===== src/verilog/sscr_pkg.sv =====
// Purpose: Shared constants and types for the status set/clear bank
// Assumes: 32-bit classic Wishbone, word aligned registers
// Notes:   Offsets are byte addresses on the register bus
package sscr_pkg;

  // Register byte offsets
  localparam logic [31:0] SSCR_OFS_SET     = 32'h0000_0000;
  localparam logic [31:0] SSCR_OFS_CLR     = 32'h0000_0004;
  localparam logic [31:0] SSCR_OFS_IRQ_ST  = 32'h0000_0008;
  localparam logic [31:0] SSCR_OFS_IRQ_MSK = 32'h0000_000C;
  localparam logic [31:0] SSCR_OFS_COND    = 32'h0000_0010;

  // Field positions in the status layout
  localparam int SSCR_BIT_WR_ZERO  = 31;
  localparam int SSCR_BIT_SOFT_LO  = 24;
  localparam int SSCR_SOFT_W       = 4;
  localparam int SSCR_BIT_PERR     = 6;
  localparam int SSCR_BIT_SERR     = 5;
  localparam int SSCR_BIT_MABRT    = 2;
  localparam int SSCR_BIT_TABRT    = 1;

  // Implemented flag bits, everything else reads zero
  localparam logic [31:0] SSCR_FLAG_MASK  = 32'h0F00_0066;
  localparam logic [31:0] SSCR_SOFT_MASK  = 32'h0F00_0000;

  // Reset values
  localparam logic [31:0] SSCR_RST_FLAGS  = 32'h0000_0000;
  localparam logic [31:0] SSCR_RST_IRQ    = 32'h0000_0000;
  localparam logic [31:0] SSCR_RST_MASK   = 32'h0000_0000;

  // Condition synchroniser depth, in peripheral clocks
  localparam int SSCR_SYNC_STAGES = 3;
  localparam int SSCR_COND_W      = 4;

  // Classic Wishbone request from the master
  typedef struct packed {
    logic        cyc;
    logic        stb;
    logic        we;
    logic [31:0] adr;
    logic [3:0]  sel;
    logic [31:0] dat;
  } sscr_wb_req_t;

  // Error conditions arriving from the bus clock domain
  typedef struct packed {
    logic parity_error;
    logic system_error;
    logic master_abort;
    logic target_abort;
  } sscr_cond_t;

endpackage


===== src/verilog/sscr_top.sv =====
// Purpose: Status set/clear access registers over an internal status word
// Assumes: Classic Wishbone slave, 40 MHz peripheral clock, sync reset
// Notes:   Error conditions come from the bus clock domain as levels
//
// Decided for this implementation: the register offsets and the Wishbone register port.
`timescale 1ns/1ps
// What this block does
// - Reads of either register show software interrupt flags in 27-24.
// - Reads show parity error flag in bit 6, system error in 5.
// - Reads show master abort flag in bit 2, target abort in 1.
// - One written to set bits 27-24 raises the matching software flag.
// - Zero written to the set register leaves that flag unchanged.
// - Writing one to set bit 6 raises parity error flag.
// - Writing one to set bit 5 raises system error flag.
// - Writing one to set bit 2 raises master abort flag.
// - Writing one to set bit 1 raises target abort flag.
// - Clear write lowers a flag only once its hardware condition is gone.
// - Removed bus-domain condition shows removed after three clocks.
module sscr_top
  import sscr_pkg::*;
(
  // Clock and reset
  input  wire logic                  clk_i,
  input  wire logic                  rst_i,
  // Wishbone slave
  input  wire sscr_pkg::sscr_wb_req_t wb_req_i,
  output logic                       wb_ack_o,
  output logic [31:0]                wb_dat_o,
  // Error conditions from the bus clock domain
  input  wire sscr_pkg::sscr_cond_t  cond_i,
  // Status towards the rest of the peripheral
  output logic [31:0]                status_flags_o,
  output logic                       irq_o
);

  import sscr_pkg::*;

  // Registers
  logic [31:0] flags;
  logic [31:0] irq_status;
  logic [31:0] irq_mask;
  logic        ack;
  logic [31:0] rdata;

  // Synchronised conditions
  logic [SSCR_COND_W-1:0] cond_sync;
  sscr_cond_t             cond_s;

  // Next values
  logic [31:0] next_flags;
  logic [31:0] next_irq_status;
  logic [31:0] next_irq_mask;
  logic [31:0] next_rdata;

  // Bus decode
  wire         req        = wb_req_i.cyc & wb_req_i.stb;
  wire         req_start  = req & ~ack;
  wire         wr_commit  = req & ack & wb_req_i.we;
  wire         hit_set    = wb_req_i.adr == SSCR_OFS_SET;
  wire         hit_clr    = wb_req_i.adr == SSCR_OFS_CLR;
  wire         hit_irq_st = wb_req_i.adr == SSCR_OFS_IRQ_ST;
  wire         hit_irq_mk = wb_req_i.adr == SSCR_OFS_IRQ_MSK;
  wire         hit_cond   = wb_req_i.adr == SSCR_OFS_COND;

  // Byte lanes widened to a bit mask
  wire  [31:0] lane_mask  = {{8{wb_req_i.sel[3]}}, {8{wb_req_i.sel[2]}},
                             {8{wb_req_i.sel[1]}}, {8{wb_req_i.sel[0]}}};
  wire  [31:0] wdata      = wb_req_i.dat & lane_mask;

  // Three flops before any logic looks at the foreign levels
  sscr_sync #(
    .W      (SSCR_COND_W),
    .STAGES (SSCR_SYNC_STAGES)
  ) u_cond_sync (
    .clk_i  (clk_i),
    .rst_i  (rst_i),
    .async_i(cond_i),
    .sync_o (cond_sync)
  );

  assign cond_s = sscr_cond_t'(cond_sync);

  // Hardware conditions placed at their flag positions
  logic [31:0] hw_cond;
  always_comb begin
    hw_cond                 = 32'h0000_0000;
    hw_cond[SSCR_BIT_PERR]  = cond_s.parity_error;
    hw_cond[SSCR_BIT_SERR]  = cond_s.system_error;
    hw_cond[SSCR_BIT_MABRT] = cond_s.master_abort;
    hw_cond[SSCR_BIT_TABRT] = cond_s.target_abort;
  end

  // Set strobes: only implemented bits; bit 31 and other reserved
  // bits are dropped so a careless write cannot create state
  wire  [31:0] set_wr  = (wr_commit & hit_set)
                         ? (wdata & SSCR_FLAG_MASK)
                         : 32'h0000_0000;

  // Clear strobes are blocked while the condition still holds
  wire  [31:0] clr_wr  = (wr_commit & hit_clr)
                         ? (wdata & SSCR_FLAG_MASK & ~hw_cond)
                         : 32'h0000_0000;

  // Software interrupt flags
  wire  [31:0] soft_set = set_wr & SSCR_SOFT_MASK;

  // Error flags raised by software, as if detected
  wire         perr_sw  = set_wr[SSCR_BIT_PERR];
  wire         serr_sw  = set_wr[SSCR_BIT_SERR];
  wire         mabrt_sw = set_wr[SSCR_BIT_MABRT];
  wire         tabrt_sw = set_wr[SSCR_BIT_TABRT];

  logic [31:0] err_sw;
  always_comb begin
    err_sw                 = 32'h0000_0000;
    err_sw[SSCR_BIT_PERR]  = perr_sw;
    err_sw[SSCR_BIT_SERR]  = serr_sw;
    err_sw[SSCR_BIT_MABRT] = mabrt_sw;
    err_sw[SSCR_BIT_TABRT] = tabrt_sw;
  end

  // Any set source wins over a clear in the same cycle
  assign next_flags = ((flags & ~clr_wr) | soft_set | err_sw | hw_cond)
                      & SSCR_FLAG_MASK;

  // Interrupt bookkeeping: a flag going high is the event
  wire  [31:0] flag_rise  = next_flags & ~flags;
  wire  [31:0] irq_clr    = (wr_commit & hit_irq_st)
                            ? (wdata & SSCR_FLAG_MASK)
                            : 32'h0000_0000;
  assign next_irq_status  = ((irq_status & ~irq_clr) | flag_rise)
                            & SSCR_FLAG_MASK;

  // Mask writes honour byte lanes
  wire         mask_wr    = wr_commit & hit_irq_mk;
  assign next_irq_mask    = mask_wr
                            ? (((irq_mask & ~lane_mask) | wdata)
                               & SSCR_FLAG_MASK)
                            : irq_mask;

  // Read data is captured on the first cycle of a request; the flags
  // seen are those of that cycle, one clock before ack
  wire  [31:0] rd_flags   = flags & SSCR_FLAG_MASK;
  wire  [31:0] rd_cond    = hw_cond;
  wire  [31:0] rd_irq_st  = irq_status;
  wire  [31:0] rd_irq_mk  = irq_mask;

  assign next_rdata = (hit_set | hit_clr) ? rd_flags  :
                      hit_irq_st          ? rd_irq_st :
                      hit_irq_mk          ? rd_irq_mk :
                      hit_cond            ? rd_cond   :
                                            32'h0000_0000;

  // Internal status word
  always_ff @(posedge clk_i) begin
    if (rst_i) begin
      flags <= SSCR_RST_FLAGS;
    end else begin
      flags <= next_flags;
    end
  end

  // Interrupt status and mask
  always_ff @(posedge clk_i) begin
    if (rst_i) begin
      irq_status <= SSCR_RST_IRQ;
      irq_mask   <= SSCR_RST_MASK;
    end else begin
      irq_status <= next_irq_status;
      irq_mask   <= next_irq_mask;
    end
  end

  // Bus answer: ack one cycle after the request, dropped the next
  always_ff @(posedge clk_i) begin
    if (rst_i) begin
      ack   <= 1'b0;
      rdata <= 32'h0000_0000;
    end else begin
      ack <= req_start;
      if (req_start) begin
        rdata <= next_rdata;
      end
    end
  end

  assign wb_ack_o       = ack;
  assign wb_dat_o       = rdata;
  assign status_flags_o = flags;
  assign irq_o          = |(irq_status & irq_mask);

endmodule


===== src/verilog/sscr_sync.sv =====
// Purpose: Multi-stage level synchroniser for foreign-domain conditions
// Assumes: Inputs are levels held long enough to be seen
// Notes:   The first stage feeds only the second stage
`timescale 1ns/1ps
module sscr_sync #(
  parameter int W      = 4,
  parameter int STAGES = 3
) (
  // Clock and reset
  input  wire logic         clk_i,
  input  wire logic         rst_i,
  // Levels
  input  wire logic [W-1:0] async_i,
  output logic      [W-1:0] sync_o
);

  logic [W-1:0] stage [STAGES];

  always_ff @(posedge clk_i) begin
    if (rst_i) begin
      for (int i = 0; i < STAGES; i++) begin
        stage[i] <= '0;
      end
    end else begin
      stage[0] <= async_i;
      for (int i = 1; i < STAGES; i++) begin
        stage[i] <= stage[i-1];
      end
    end
  end

  assign sync_o = stage[STAGES-1];

endmodule


===== config.mk =====
export PLATFORM = sky130hd
export DESIGN_NAME = sscr_top
export DESIGN_NICKNAME = d
export VERILOG_FILES = /design/src/verilog/sscr_pkg.sv /design/src/verilog/sscr_top.sv /design/src/verilog/sscr_sync.sv
export SDC_FILE = /design/constraint.sdc
export NUM_CORES = 1
export LEC_CHECK = 0
export CAP_MARGIN = 20
export CORE_ASPECT_RATIO = 2
export CORE_UTILIZATION = 50
export CTS_CLUSTER_SIZE = 10
export DETAILED_ROUTE_END_ITERATION = 10
export DONT_BUFFER_PORTS = 1
export PLACE_DENSITY = 0.75
export SLEW_MARGIN = 15
export SYNTH_ARGS = -nofsm -noshare
export SYNTH_HDL_FRONTEND = slang
export SYNTH_SLANG_ARGS = --single-unit

===== constraint.sdc =====
create_clock -name clk_i -period 3.4 [get_ports clk_i]
set_input_delay 0.34 -clock clk_i [delete_from_list [all_inputs] [get_ports clk_i]]
set_output_delay 0.34 -clock clk_i [all_outputs]
set_load 0.005 [all_outputs]

==> metrics <==
clock-pin slew reported for the worst setup and hold paths after clock tree synthesis=90 ps; antenna violations before repair=0; largest delay contributor family on the critical path=simple AND/OR/NAND/NOR gates; width of the chip=~52 um; Setup TNS Final=0 ps; post-cts hold buffer count=0; final max-slew violation count=0; fin area=roughly 2500 um^2; count of cells resized by post-cts repair=0; # Max-Cap Violations=0; launching instance or port of the critical path=wb_req_i[50]; Total Power Consumption=1090 uW; run status=complete, no violations; RSZ-0062 raised after global routing=false; net switching power figure=235 uW; kind of start point of the critical path=primary input; Clock Sinks=45; global-route wire length before repair=8.46 mm; initial core utilization=51.6%; largest area contributor in the netlist=dfxtp_1; Critical Path Sink=irq_status[24]; drt first-iter violations=33; number of gates on the worst path with buffers counted=5; Nets=353; residual DRC count=0; Clock Root Buffer=clkbuf_8; cell chain of the critical path=nor4_1 -> nand3_2 -> or2_1 -> or4_1 -> a21oi_1; CTS Buffer Depth=2; DPL Wire Length=around 4 mm; filler cell count in the final layout=484; Die Y=102 um; delay contributed by the slowest stage of the critical path=600 ps; count of input and output buffers=0; Fin. Hold Viols=0; worst clock skew=9.61 ps; gate count after technology mapping=approximately 290; gp weighted congestion=0.863; min-delay worst type=primary input to flop; PwrDens=439 nW/um^2; layout overhead on the synthesized area=-1.45%; Cell Area, Placed=2330 um^2; warnings from Yosys=0; internal cell power=851 uW; Initial DRT Pass Iterations=4; number of synthesized flops with an enable pin=0; register area share after synthesis=35.9%; top post-synthesis cells by area=dfxtp_1, buf_4, mux2i_1; Tmin final=2010 ps; top_reg_cell synth=dfxtp_1; required time at the worst-slack endpoint=3630 ps; final setup violation count=0; maximum number of pins on one net before global-route repair=50; number of distinct library cells after synthesis=36; sort of element at the end of the critical path=flop; Critical Path Slowest Stage Cell=or4_1; standard-cell rows=36; final routed wire length divided by cell count=~16 um; clock power share=45.0%; worst reg2reg startpoint=wb_ack_o; full die area=5320 um^2; sequential cell area=901 um^2; slew of the pin with the lowest slew margin=766 ps; total number of vias=about 2000; core area=4860 um^2; mean instance size in the synthesized netlist=8.77 um^2; post-synthesis sequential element count=45; number of buffers created by CTS=5; total detailed-routing wirelength=5.44 mm; Crit Reg-Reg Endpoint=wb_dat_o[27]; multi-input gate area in the final layout=1340 um^2; share of synthesized registers carrying an async set or reset=0%; worst max-slew margin expressed relative to the limit=between 40 and 50%; global router's overall resource usage=21.6%; diode insertion count for antenna repair=0; maximum level of the CTS H-tree=2; proportion of power drawn by combinational gates=5.0%; highest achievable clock rate=496 MHz; slack of the worst reg-to-reg path=1450 ps; number of top-level pins=143; switch share=21.6%; antenna violation net count after detailed routing=0; arrival time at the worst endpoint=around 2300 ps; final worst-path cycle share=approximately three fifths; reported leakage power=0.000882 uW; highest fanout seen on the critical path=20; area of the mapped netlist=2510 um^2; maximum VDD drop=0.265 mV; CP Buf/Inv Count=0; Yosys top cell area share=35.9%; share of cells above drive strength 1=6.86%; final global-route overflow total=0; CTS tree=built; vias in the first global route=roughly 1800; sequential power share=49.9%; clock latency on the worst-skew pair=approximately 300 ps; Setup CP Type=primary input to flop; depth of the worst register-to-register path=5; # Post-CTS Setup Buffers=0; routed vias/inst=5.88
[Yosys cell counts (4+ instances only)]
| library cell | count |
|---|---|
| o21ai_0 | 6 |
| nand2_1 | 8 |
| or3b_1 | 4 |
| or4_1 | 4 |
| a22oi_1 | 11 |
| mux2i_1 | 13 |
| o41ai_1 | 12 |
| o32ai_1 | 4 |
| nor4_1 | 13 |
| nor2b_1 | 15 |
| a21oi_1 | 20 |
| nand2b_1 | 7 |
| dfxtp_1 | 45 |
| a211oi_1 | 4 |
| nand3_1 | 6 |
| buf_4 | 48 |
| clkbuf_1 | 14 |
| nor2_1 | 22 |
[placed cells by master (no fill, tap or decap), types with 2 or more instances in the layout]
master and count:
a211oi_1 4, a21oi_1 20, a22oi_1 11, and3_1 3, buf_4 2, bufinv_16 2
clkbuf_8 5, conb_1 48, dfxtp_1 45, inv_1 3, mux2i_1 13, nand2_1 8
nand2b_1 7, nand3_1 6, nand3_2 2, nor2_1 22, nor2b_1 15, nor3_1 2
nor4_1 13, nor4_2 3, nor4_4 2, o21ai_0 6, o22ai_1 3, o32ai_1 4
o41ai_1 12, or3b_1 4, or4_1 4
[power groups by stage]
stage	clock network [uW]	logic [uW]	registers (uW)
floorplan	0	102	552
global placement	0	52.8	554
detailed placement	0	53.4	555
CTS	496	53.6	542
global route	517	63.7	543
finish	489	54.6	542
[worst min path at each step]
stage	from	depth (start not counted)	slack (ps)	to
3_5_place_dp	rst_i	1	420	u_cond_sync.stage[0][8]
4_1_cts	rst_i	1	90	u_cond_sync.stage[0][4]
5_1_grt	rst_i	1	80	u_cond_sync.stage[0][4]
2_1_floorplan	u_cond_sync.stage[0][6]	1	410	u_cond_sync.stage[0][10]
6_report	rst_i	1	100	u_cond_sync.stage[0][8]
3_3_place_gp	rst_i	1	410	u_cond_sync.stage[0][4]
[through the flow]
stage | util (%) | instances | setup WS, ps | hold slack (ps)
floorplan | - | 333 | 1390 | 414
global placement | 48.0 | 326 | 1110 | 414
detailed placement | 48.0 | 326 | 1060 | 416
CTS | 50.8 | 334 | 1370 | 86.1
global route | 50.8 | 334 | 1160 | 77.8
finish | 50.8 | 334 | 1390 | 95.4
[final cells by class]
cell class / instances / share of cell area [%]
Inverter: 3 / 0.455
Multi-Input combinational cell: 219 / 54.0
Clock inverter: 3 / 2.78
Sequential cell: 45 / 36.4
Tap cell: 57 / 2.88
Clock buffer: 5 / 2.78
Timing Repair Buffer: 2 / 0.607
[cell families after synthesis]
kind of cell           share of synthesized area, %
buffers and inverters                          17.9
flip-flops                                     35.9
AO/OA/AOI/OAI                                  16.7
other                                         0.149
AND/OR/NAND/NOR                                24.2
multiplexers                                   5.19
[routing by layer]
layer	vias to the layer above	routed length, um	track usage, %
met5	-	0	0
met4	0	274	16.0
met3	17	429	5.80
met2	106	2870	37.2
met1	913	1860	21.3
li1	927	-	-
No activity file was read; power rests on OpenSTA's default activity.
